File: src/rsch_pkg.sv
// Purpose: Shared constants for the remote system command handler
// Assumes: One 100 MHz clock, synchronous active-high reset
// Notes:   Command opcodes, reply codes, error queue sizes, baud encodings
package rsch_pkg;

  // Command opcodes on cmd_op
  localparam logic [3:0] OP_ADDR_SET   = 4'h1;  // Set bus address
  localparam logic [3:0] OP_ADDR_QRY   = 4'h2;  // Query bus address
  localparam logic [3:0] OP_BAUD_SET   = 4'h3;  // Set serial rate
  localparam logic [3:0] OP_BAUD_QRY   = 4'h4;  // Query serial rate
  localparam logic [3:0] OP_ECHO_SET   = 4'h5;  // Echo on/off
  localparam logic [3:0] OP_ECHO_QRY   = 4'h6;  // Echo query
  localparam logic [3:0] OP_PACE_SET   = 4'h7;  // Flow control on/off
  localparam logic [3:0] OP_PACE_QRY   = 4'h8;  // Flow control query
  localparam logic [3:0] OP_PROM_SET   = 4'h9;  // Parse marker on/off
  localparam logic [3:0] OP_PROM_QRY   = 4'ha;  // Parse marker query
  localparam logic [3:0] OP_ERR_QRY    = 4'hb;  // Pop error with text
  localparam logic [3:0] OP_ERR_CODE   = 4'hc;  // Pop error, code only
  localparam logic [3:0] OP_ERR_ALL    = 4'hd;  // List every code
  localparam logic [3:0] OP_KEYB_SET   = 4'he;  // Keypad lock/unlock
  localparam logic [3:0] OP_BEEP       = 4'hf;  // One short tone
  localparam logic [3:0] OP_QMASK_QRY  = 4'h0;  // Questionable mask query

  // Baud selections, arg low bits
  localparam logic [2:0] BAUD_OFF      = 3'h0;
  localparam logic [2:0] BAUD_2400     = 3'h1;
  localparam logic [2:0] BAUD_4800     = 3'h2;
  localparam logic [2:0] BAUD_9600     = 3'h3;
  localparam logic [2:0] BAUD_19200    = 3'h4;
  localparam logic [2:0] BAUD_RESET    = BAUD_9600;

  // Bus address limits
  localparam logic [4:0] ADDR_MAX      = 5'h1e;
  localparam logic [4:0] ADDR_RESET    = 5'h06;

  // Error queue
  localparam int         ERR_DEPTH     = 31;
  localparam logic signed [15:0] ERR_OVERFLOW = -16'sd350;
  localparam logic signed [15:0] ERR_NONE     = 16'sh0000;

  // Reply kinds on rsp_kind
  localparam logic [1:0] RSP_VALUE     = 2'h0;  // Plain integer
  localparam logic [1:0] RSP_ERR_TEXT  = 2'h1;  // Code plus message
  localparam logic [1:0] RSP_ERR_CODE  = 2'h2;  // Code only
  localparam logic [1:0] RSP_LIST_END  = 2'h3;  // Last word of a list

  // Characters
  localparam logic [7:0] CHAR_PROMPT   = 8'h3e;  // '>'
  localparam logic [7:0] CHAR_LF       = 8'h0a;  // Line terminator

  // Beep length
  localparam int         BEEP_NS       = 100000;
  localparam int         CLK_NS        = 10;
  localparam int         BEEP_CYC      = BEEP_NS / CLK_NS;

endpackage : rsch_pkg

File: src/rsch_echo.sv
// Purpose: Serial character loopback with deferred switch-off
// Assumes: Received characters arrive as one-cycle strobes
// Notes:   Echo keeps running until the line terminator after OFF
module rsch_echo
  import rsch_pkg::*;
(
  // Clock and reset
  input  wire logic       core_clk,
  input  wire logic       reset,
  // Control
  input  wire logic       set_valid,
  input  wire logic       set_on,
  // Receive stream
  input  wire logic       rx_valid,
  input  wire logic [7:0] rx_char,
  // Echo stream
  output logic            echo_valid,
  output logic [7:0]      echo_char,
  output logic            echo_active
);

  logic on_q;       // Echo live
  logic stop_q;     // Off requested, awaiting terminator

  always_ff @(posedge core_clk) begin
    if (reset) begin
      on_q   <= 1'b0;
      stop_q <= 1'b0;
    end else if (set_valid) begin
      on_q   <= set_on ? 1'b1 : on_q;
      stop_q <= !set_on && on_q;
    end else if (rx_valid && stop_q && rx_char == CHAR_LF) begin
      on_q   <= 1'b0;
      stop_q <= 1'b0;
    end
  end

  always_ff @(posedge core_clk) begin
    if (reset) begin
      echo_valid <= 1'b0;
      echo_char  <= 8'h00;
    end else begin
      echo_valid <= rx_valid && on_q;
      echo_char  <= rx_valid ? rx_char : echo_char;
    end
  end

  assign echo_active = on_q && !stop_q;

endmodule : rsch_echo

File: src/rsch_err_fifo.sv
// Purpose: Error queue keeping oldest entries, overflow marker last
// Assumes: Single clock, synchronous reset
// Notes:   Last slot is reserved for the overflow code
module rsch_err_fifo
  import rsch_pkg::*;
#(
  parameter int DEPTH = ERR_DEPTH
) (
  // Clock and reset
  input  wire logic               core_clk,
  input  wire logic               reset,
  // Push side
  input  wire logic               push,
  input  wire logic signed [15:0] push_code,
  // Pop and peek side
  input  wire logic               pop,
  input  wire logic [4:0]         peek_idx,
  output logic signed [15:0]      peek_code,
  output logic signed [15:0]      head_code,
  output logic [5:0]              count
);

  initial begin
    if (DEPTH < 2 || DEPTH > 31) begin
      $error("rsch_err_fifo: DEPTH out of range");
    end
  end

  logic signed [15:0] mem_q [DEPTH];   // Storage
  logic [4:0]         rd_q;            // Oldest entry
  logic [5:0]         cnt_q;           // Entries held
  logic               ovf_q;           // Overflow entry stored

  // Index wrap helper
  function automatic logic [4:0] wrap(input logic [5:0] i);
    wrap = (i >= 6'(DEPTH)) ? 5'(i - 6'(DEPTH)) : i[4:0];
  endfunction : wrap

  logic       do_pop;
  logic       room;
  logic [4:0] wr_idx;
  assign do_pop = pop && (cnt_q != 6'h00);
  // One free slot kept back for the overflow entry
  assign room   = (cnt_q < 6'(DEPTH - 1)) && !ovf_q;
  assign wr_idx = wrap(6'(rd_q) + cnt_q);

  always_ff @(posedge core_clk) begin
    if (reset) begin
      rd_q  <= 5'h00;
      cnt_q <= 6'h00;
      ovf_q <= 1'b0;
    end else begin
      if (push && room) begin
        mem_q[wr_idx] <= push_code;
      end else if (push && !ovf_q) begin
        mem_q[wr_idx] <= ERR_OVERFLOW;
        ovf_q         <= 1'b1;
      end
      if (do_pop) begin
        rd_q <= wrap(6'(rd_q) + 6'h01);
      end
      // Count follows push and pop together
      cnt_q <= cnt_q + 6'((push && !ovf_q) ? 1 : 0) - 6'(do_pop ? 1 : 0);
      // Overflow clears once its entry is read out
      if (do_pop && cnt_q == 6'h01) begin
        ovf_q <= 1'b0;
      end
    end
  end

  assign head_code = (cnt_q == 6'h00) ? ERR_NONE : mem_q[rd_q];
  assign peek_code = mem_q[wrap(6'(rd_q) + 6'(peek_idx))];
  assign count     = cnt_q;

endmodule : rsch_err_fifo

File: src/rsch_top.sv
// Purpose: System-level remote command handler of a programmable instrument
// Assumes: Commands decoded upstream into an opcode plus argument
// Notes:   Replies are word-wide values; text is formed downstream

// What this block does
// - mask query returns questionable enable register
// - address 0 to 30 set and queried
// - address persisted only on save command
// - baud rate selectable, query reports it
// - echo on sends every received character
// - echo off waits for line terminator
// - instrument reset leaves echo unchanged
// - echo query returns 01 or 00
// - pacing XON enables, NONE disables
// - pacing query returns 01 or 00
// - prompt sends '>' after each parse
// - prompt query returns 1 or 0
// - error queue first in first out
// - empty queue answers code 0
// - overflow keeps oldest, drops newest
// - final entry after overflow is -350
// - code query returns code only
// - all codes list, 31 max, 0 empty
// - keypad lock on disable, unlock enable
// - beep emits one short tone
module rsch_top
  import rsch_pkg::*;
#(
  parameter int BEEP_CYCLES = BEEP_CYC
) (
  // Clock and reset
  input  wire logic               core_clk,
  input  wire logic               reset,

  // Instrument reset command (aborts the list walk only; settings kept)
  input  wire logic               inst_reset,

  // Decoded command
  input  wire logic               cmd_valid,
  input  wire logic [3:0]         cmd_op,
  input  wire logic [15:0]        cmd_arg,
  output logic                    cmd_ready,

  // Save-to-memory command
  input  wire logic               save_cmd,

  // Reply stream
  output logic                    rsp_valid,
  output logic [1:0]              rsp_kind,
  output logic signed [15:0]      rsp_value,

  // Questionable condition enable register
  input  wire logic [15:0]        ques_enable,

  // Error reports
  input  wire logic               err_push,
  input  wire logic signed [15:0] err_code,

  // Serial receive characters and parse events
  input  wire logic               rx_valid,
  input  wire logic [7:0]         rx_char,
  input  wire logic               parse_done,

  // Serial transmit stream
  output logic                    tx_valid,
  output logic [7:0]              tx_char,

  // Serial configuration
  output logic [2:0]              baud_sel,
  output logic                    flow_xon,

  // Bus address and persistence
  output logic [4:0]              bus_addr,
  output logic [4:0]              saved_addr,
  output logic                    save_strobe,

  // Front panel
  output logic                    keypad_locked,
  output logic                    beep_on
);

  initial begin
    if (BEEP_CYCLES < 1) begin
      $error("rsch_top: BEEP_CYCLES must be positive");
    end
  end

  // List walk states, Gray ordered
  typedef enum logic [1:0] {
    RSCH_IDLE = 2'b00,
    RSCH_LIST = 2'b01,
    RSCH_LAST = 2'b11
  } rsch_state_t;

  // Sequencer and settings
  rsch_state_t state_q;       // Reply sequencer
  logic [4:0]  addr_q;        // Live bus address
  logic [4:0]  saved_q;       // Persisted address
  logic [2:0]  baud_q;        // Serial rate
  logic        pace_q;        // Flow control
  logic        prom_q;        // Parse marker
  logic        keyb_q;        // Keypad locked

  // List walk
  logic [4:0]  idx_q;         // List walk position
  logic [4:0]  last_q;        // Last list index

  // Save pulse and tone
  logic        save_q;        // Save pulse
  logic [$clog2(BEEP_CYCLES+1)-1:0] beep_q;  // Tone time left

  // Error queue view
  logic signed [15:0] head_code;
  logic signed [15:0] peek_code;
  logic [5:0]         err_count;
  logic               err_pop;

  // Echo path
  logic       echo_valid;
  logic [7:0] echo_char;
  logic       echo_active;

  // Command handshake
  logic take;
  assign cmd_ready = (state_q == RSCH_IDLE);
  assign take      = cmd_valid && cmd_ready;

  // Pop only on the two single-entry error queries
  // read removes entry
  assign err_pop = take && (cmd_op == OP_ERR_QRY || cmd_op == OP_ERR_CODE);

  rsch_err_fifo #(
    .DEPTH(ERR_DEPTH)
  ) u_err (
    .core_clk (core_clk),
    .reset    (reset),
    .push     (err_push),
    .push_code(err_code),
    .pop      (err_pop),
    .peek_idx (idx_q),
    .peek_code(peek_code),
    .head_code(head_code),
    .count    (err_count)
  );

  // Echo only cares for its own setting, not instrument reset
  // echo untouched by reset command
  rsch_echo u_echo (
    .core_clk   (core_clk),
    .reset      (reset),
    .set_valid  (take && cmd_op == OP_ECHO_SET),
    .set_on     (cmd_arg[0]),
    .rx_valid   (rx_valid),
    .rx_char    (rx_char),
    .echo_valid (echo_valid),
    .echo_char  (echo_char),
    .echo_active(echo_active)
  );

  // Address register; out-of-range values ignored
  // accept 0 to 30
  always_ff @(posedge core_clk) begin
    if (reset) begin
      addr_q <= ADDR_RESET;
    end else if (take && cmd_op == OP_ADDR_SET && cmd_arg <= 16'(ADDR_MAX)) begin
      addr_q <= cmd_arg[4:0];
    end
  end

  // Persisted copy changes only on save
  // persist on save only
  always_ff @(posedge core_clk) begin
    if (reset) begin
      saved_q <= ADDR_RESET;
      save_q  <= 1'b0;
    end else begin
      save_q <= save_cmd;
      if (save_cmd) begin
        saved_q <= addr_q;
      end
    end
  end

  // Serial settings; instrument reset leaves them alone too
  // rate select
  always_ff @(posedge core_clk) begin
    if (reset) begin
      baud_q <= BAUD_RESET;
      pace_q <= 1'b0;
      prom_q <= 1'b0;
    end else if (take) begin
      if (cmd_op == OP_BAUD_SET && cmd_arg[2:0] <= BAUD_19200) begin
        baud_q <= cmd_arg[2:0];
      end
      if (cmd_op == OP_PACE_SET) begin
        pace_q <= cmd_arg[0];
      end
      if (cmd_op == OP_PROM_SET) begin
        prom_q <= cmd_arg[0];
      end
    end
  end

  // Keypad lock, arg 1 means disable (lock)
  // lock and unlock
  always_ff @(posedge core_clk) begin
    if (reset) begin
      keyb_q <= 1'b0;
    end else if (take && cmd_op == OP_KEYB_SET) begin
      keyb_q <= cmd_arg[0];
    end
  end

  // One tone per command; a repeat restarts the tone
  // one short tone
  always_ff @(posedge core_clk) begin
    if (reset) begin
      beep_q <= '0;
    end else if (take && cmd_op == OP_BEEP) begin
      beep_q <= ($clog2(BEEP_CYCLES+1))'(BEEP_CYCLES);
    end else if (beep_q != '0) begin
      beep_q <= beep_q - 1'b1;
    end
  end

  // List walk for the all-codes query
  // up to 31 codes
  always_ff @(posedge core_clk) begin
    if (reset || inst_reset) begin
      state_q <= RSCH_IDLE;
      idx_q   <= 5'h00;
      last_q  <= 5'h00;
    end else begin
      case (state_q)
        RSCH_IDLE: begin
          if (take && cmd_op == OP_ERR_ALL && err_count > 6'h01) begin
            // A pair needs no middle words
            state_q <= (err_count == 6'h02) ? RSCH_LAST : RSCH_LIST;
            idx_q   <= 5'h01;
            last_q  <= 5'(err_count - 6'h01);
          end
        end
        RSCH_LIST: begin
          idx_q <= idx_q + 5'h01;
          if (idx_q + 5'h01 == last_q) begin
            state_q <= RSCH_LAST;
          end
        end
        RSCH_LAST: begin
          state_q <= RSCH_IDLE;
          idx_q   <= 5'h00;
        end
        default: begin
          state_q <= RSCH_IDLE;
        end
      endcase
    end
  end

  // Reply word, one per query or list element
  // mask readback
  always_ff @(posedge core_clk) begin
    if (reset) begin
      rsp_valid <= 1'b0;
      rsp_kind  <= RSP_VALUE;
      rsp_value <= 16'sh0000;
    end else if (state_q != RSCH_IDLE) begin
      rsp_valid <= 1'b1;
      rsp_kind  <= (state_q == RSCH_LAST) ? RSP_LIST_END : RSP_ERR_CODE;
      rsp_value <= peek_code;
    end else begin
      rsp_valid <= 1'b0;
      rsp_kind  <= RSP_VALUE;
      if (take) begin
        rsp_valid <= 1'b1;
        case (cmd_op)
          OP_QMASK_QRY: rsp_value <= ques_enable;
          OP_ADDR_QRY:  rsp_value <= 16'(addr_q);
          OP_BAUD_QRY:  rsp_value <= 16'(baud_q);
          OP_ECHO_QRY:  rsp_value <= 16'(echo_active);
          OP_PACE_QRY:  rsp_value <= 16'(pace_q);
          OP_PROM_QRY:  rsp_value <= 16'(prom_q);
          OP_ERR_QRY: begin
            rsp_kind  <= RSP_ERR_TEXT;
            rsp_value <= head_code;
          end
          OP_ERR_CODE: begin
            rsp_kind  <= RSP_ERR_CODE;
            rsp_value <= head_code;
          end
          OP_ERR_ALL: begin
            // Single or empty list ends at once
            rsp_kind  <= (err_count > 6'h01) ? RSP_ERR_CODE : RSP_LIST_END;
            rsp_value <= head_code;
          end
          default: begin
            // Set commands give no reply
            rsp_valid <= 1'b0;
          end
        endcase
      end
    end
  end

  // Transmit: echo first, prompt when free
  // '>' after parse
  // Limitation: a prompt colliding with an echo waits for the first cycle with no echo
  logic prompt_pend_q;
  always_ff @(posedge core_clk) begin
    if (reset) begin
      tx_valid      <= 1'b0;
      tx_char       <= 8'h00;
      prompt_pend_q <= 1'b0;
    end else begin
      tx_valid <= 1'b0;
      if (echo_valid) begin
        tx_valid      <= 1'b1;
        tx_char       <= echo_char;
        prompt_pend_q <= prompt_pend_q || (parse_done && prom_q);
      end else if (prompt_pend_q || (parse_done && prom_q)) begin
        tx_valid      <= 1'b1;
        tx_char       <= CHAR_PROMPT;
        prompt_pend_q <= 1'b0;
      end
    end
  end

  // Serial settings out
  assign baud_sel      = baud_q;
  assign flow_xon      = pace_q;

  // Address and save
  // host must follow the new address
  assign bus_addr      = addr_q;
  assign saved_addr    = saved_q;
  assign save_strobe   = save_q;

  // Front panel
  assign keypad_locked = keyb_q;
  assign beep_on       = (beep_q != '0);

endmodule : rsch_top

File: config.mk
export PLATFORM = sky130hd
export DESIGN_NAME = rsch_top
export DESIGN_NICKNAME = d
export VERILOG_FILES = /design/src/rsch_pkg.sv /design/src/rsch_echo.sv /design/src/rsch_err_fifo.sv /design/src/rsch_top.sv
export SDC_FILE = /design/constraint.sdc
export NUM_CORES = 1
export LEC_CHECK = 0
export BUFFER_PORTS_ARGS = -buffer_cell sky130_fd_sc_hd__buf_2
export CORE_MARGIN = 2
export CORE_UTILIZATION = 38
export DETAILED_ROUTE_END_ITERATION = 10
export GPL_TIMING_DRIVEN = 1
export PLACE_DENSITY = 0.63
export SKIP_CTS_REPAIR_TIMING = 1
export SLEW_MARGIN = 20
export SYNTH_ARGS = -nofsm -noshare
export SYNTH_HDL_FRONTEND = slang
export SYNTH_HIERARCHICAL = 1
export SYNTH_SLANG_ARGS = --single-unit
File: constraint.sdc
create_clock -name core_clk -period 10.2 [get_ports core_clk]
set_input_delay 1.02 -clock core_clk [delete_from_list [all_inputs] [get_ports core_clk]]
set_output_delay 1.02 -clock core_clk [all_outputs]
set_load 0.1 [all_outputs]
==> run summary <==
OUTCOME
----------------------------------------------------------------------------------------
Status                                                                      finished clean

FINAL LAYOUT
----------------------------------------------------------------------------------------
Fin cells                                                                           3482
Cell area after layout                                                       0.03276 mm2
Commonest non-fill, non-tap cell in the layout                              sky130_fd_sc_hd__edfxtp_1
Share of cells above drive strength 1                                             19.38%
Total Nets Final                                                                    2506
Area overhead of the layout relative to synthesis                                 12.53%
Commonest non-fill, non-tap cells in the layout                             sky130_fd_sc_hd__edfxtp_1, sky130_fd_sc_hd__nand2_1, sky130_fd_sc_hd__nor2_1

PWR
----------------------------------------------------------------------------------------
Leakage dissipation                                                             10.83 nW
Pwr/cell area                                                               180.5 mW/mm2
Total power                                                                     5.912 mW
Peak supply drop                                                             0.0001161 V

FLOORPLAN
----------------------------------------------------------------------------------------
Initial Util                                                                      38.34%
Total I/O pin count                                                                  114
Die area                                                                     0.07885 mm2
Floorplan Core Area                                                          0.07595 mm2
Rows                                                                                 101
Die boundary width                                                              280.8 um
Y dimension of the die                                                          280.8 um

TIMING
----------------------------------------------------------------------------------------
Achievable clock frequency                                                     177.7 MHz
Hold WS                                                                        0.4755 ns
Normalized max-slew margin                                                        24.33%
Unrepaired setup endpoints after global routing                                    false
Portion of the clock cycle consumed by the worst path in the final layout         55.17%
Post-route clock skew                                                         0.05028 ns
Final setup violating endpoints                                                        0
Fin. Hold Viols                                                                        0
Worst slew pin tran                                                             1.135 ns
Summed negative setup slack over all endpoints                                      0 ns
Slew Viols, Final                                                                      0
Minimum clock period after layout                                               5.628 ns

PLACED DESIGN
----------------------------------------------------------------------------------------
DP Area                                                                      0.03082 mm2
Half-perimeter wire length of the detailed placement result                     54310 um
Port buffer count                                                                    113
Routability cong.                                                                 0.8942
Instance count after placement with tap cells included                              3374

SETUP PATH
----------------------------------------------------------------------------------------
Number of buffers and inverters on the critical path                                   2
Most repeated library cell on the critical path                             sky130_fd_sc_hd__nor4_1
Critical path type                                                          register to register
Critical-path cell list                                                     ha_1 -> inv_1 -> fa_1 -> nand2b_2 -> a21oi_4 -> xor2_2 -> a41oi_4 -> mux2_8 -> buf_4 -> mux2i_1 -> a32oi_1 -> a31oi_1 -> nor4_1 -> nor2_1 -> nor4_1
Kind of start point of the critical path                                        register
Critical path arrival                                                            6.19 ns
Crit-path max FO                                                                     102
Cell type of the slowest stage on the worst timing path                     sky130_fd_sc_hd__buf_4
Endpoint required time on the critical path                                     10.76 ns
Slowest stage delay, CP                                                          0.97 ns
Kind of cell adding the most delay to the critical path                     simple AND/OR/NAND/NOR gates
Worst setup EP type                                                             register

SYNTH
----------------------------------------------------------------------------------------
Number of enable-type register cells in the synthesized netlist                      496
Area of the mapped netlist                                                   0.02912 mm2
Sequential-to-total area share from yosys stat                                    58.03%
Post-synthesis cell count                                                           2320
Net count after synthesis                                                           2421
Number of storage elements in the synthesis netlist                                  596
Mean instance size in the synthesized netlist                                  12.55 um2
Async set or reset register ratio after synthesis                                     0%
Cell taking the most area after synthesis                                   sky130_fd_sc_hd__edfxtp_1
Ranking of synthesized cells by area                                        sky130_fd_sc_hd__edfxtp_1, sky130_fd_sc_hd__mux4_2, sky130_fd_sc_hd__dfxtp_1, sky130_fd_sc_hd__nand2_1, sky130_fd_sc_hd__mux2i_1
Yosys warning count                                                                    6
Most instantiated flip-flop cell in the synthesis netlist                   sky130_fd_sc_hd__edfxtp_1
Share of Yosys cell area claimed by the top area cell type                        51.16%
Synth unique cells                                                                    80

ROUTING
----------------------------------------------------------------------------------------
Number of vias per cell after detailed routing                                     5.954
Wirelength, routed                                                              86590 um
Number of remaining DRC errors                                                         0
Average detailed-routed wire length per instance                                24.87 um
Pre-Repair DR Iteration Count                                                          5
Via count                                                                          20731
Post-route met1 wirelength                                                      33580 um
Detailed route wirelength on metal3                                              9468 um
Number of DRC violations after detailed-routing iteration 0                         2363
Total length of routed met2 wires                                               40340 um
Count of antenna-violating nets left after detailed routing                            0
Highest metal used                                                                  met5

CLOCK NETWORK
----------------------------------------------------------------------------------------
Max Buffers Root-to-Sink                                                               3
Sink Count                                                                           596
Clock insertion delay at the later pin of the skew report                        0.65 ns
CTS H-tree depth                                                                       2
Root buffer selected by CTS                                                 sky130_fd_sc_hd__clkbuf_16
Clock Pin Slew Worst Setup and Hold Paths                                        0.07 ns
TritonCTS clock tree                                                                 yes
TritonCTS buffer count                                                                59

GRT
----------------------------------------------------------------------------------------
First-pass GRT wire length                                                     129000 um
Pin count of the biggest net entering global routing                                 178
Vias in the first global route                                                     20160
GR Overflow Total                                                                      0
Gr usage total                                                                    21.66%
Number of antenna violations at the first check in global routing                      3

MIN PATH
----------------------------------------------------------------------------------------
Path class of the lowest-slack min-delay path                               register to register

FLOW RUN
----------------------------------------------------------------------------------------
Number of maximum-capacitance constraint violations                                    0

## cell type report
| cell class | count | area [um2] |
|---|---|---|
| timing repair buffer | 177 | 1059 |
| clock buffer | 74 | 1594 |
| sequential | 596 | 16910 |
| clock inverter | 33 | 317.8 |
| multi-input combinational | 1535 | 11460 |
| fill | 6830 | 43190 |
| antenna | 1 | 2.502 |
| inverter | 36 | 135.1 |
| tap | 1030 | 1289 |
## per-layer routing
layer  global-route usage (%)  vias to the layer above
li1                         -                     8992
met1                    27.99                    10284
met2                    34.96                     1241
met3                    5.545                      210
met4                    8.364                        4
met5                        0                        -
## sequential cells by signal, indices dropped and copies added, names as in the netlist, 2 cells and up, named ones only
| signal | cells |
|---|---|
| baud_sel | 3 |
| beep_q | 14 |
| bus_addr | 5 |
| idx_q | 5 |
| last_q | 5 |
| rsp_kind | 2 |
| rsp_value | 16 |
| saved_addr | 5 |
| state_q | 2 |
| tx_char | 8 |
| u_echo/echo_char | 8 |
| u_err/count | 6 |
| u_err/mem_q | 496 |
| u_err/rd_q | 5 |
## worst min-delay path, cell delays in order, from the launching register on
cell and delay, ns:
sky130_fd_sc_hd__dfxtp_1 0.33, sky130_fd_sc_hd__nand2_1 0.07, sky130_fd_sc_hd__nor2_1 0.03
## synthesized netlist by cell type, drive strengths merged, types with 4 or more instances
master / n
a32oi: 48
o31ai: 4
xnor2: 24
or3: 7
a2111oi: 16
xor2: 14
mux4: 144
nand4: 6
and2: 5
nand2b: 19
a221oi: 12
ha: 30
nor4: 35
edfxtp: 496
nor2b: 20
o221ai: 4
nand3b: 4
a211oi: 13
nor3: 25
buf: 61
nand2: 451
mux2i: 101
mux2: 4
o22ai: 7
inv: 35
o221a: 5
o21ai: 39
a21o: 6
a22oi: 5
dfxtp: 100
o2111ai: 4
a311oi: 5
nand3: 108
a21oi: 74
or2: 18
nor3b: 5
clkbuf: 92
and3: 7
nor2: 165
a31oi: 71
## per-stage QoR
step | utilization, % | worst slack, ns
floorplan | - | 6.544
global placement | 40.58 | 4.819
detailed placement | 40.58 | 4.708
CTS | 43.10 | 4.661
global route | 43.14 | 4.228
finish | 43.14 | 4.572
## where the power goes
group          switching, mW  internal (mW)
Clock                  0.958           1.21
Sequential            0.0736           2.76
Combinational          0.601          0.308
## worst paths after layout
path / start / end / slack [ns] / cells after the start
worst max-delay path: idx_q[0] / rsp_value[15] / 4.57 / 15
worst min-delay path: u_echo/on_q / u_echo/echo_valid / 0.48 / 2
worst max register to register: idx_q[0] / rsp_value[15] / 4.57 / 15
worst min register to register: u_echo/on_q / u_echo/echo_valid / 0.48 / 2
## cells by family after synthesis
| logic type | synth area share [%] |
|---|---|
| mux | 14.82 |
| simple gates | 13.35 |
| compound gates | 8.015 |
| buf+inv | 3.055 |
| fa+ha+maj | 1.530 |
| flops | 58.03 |
| xor+xnor | 1.195 |
(Power assumes the default switching activity.)
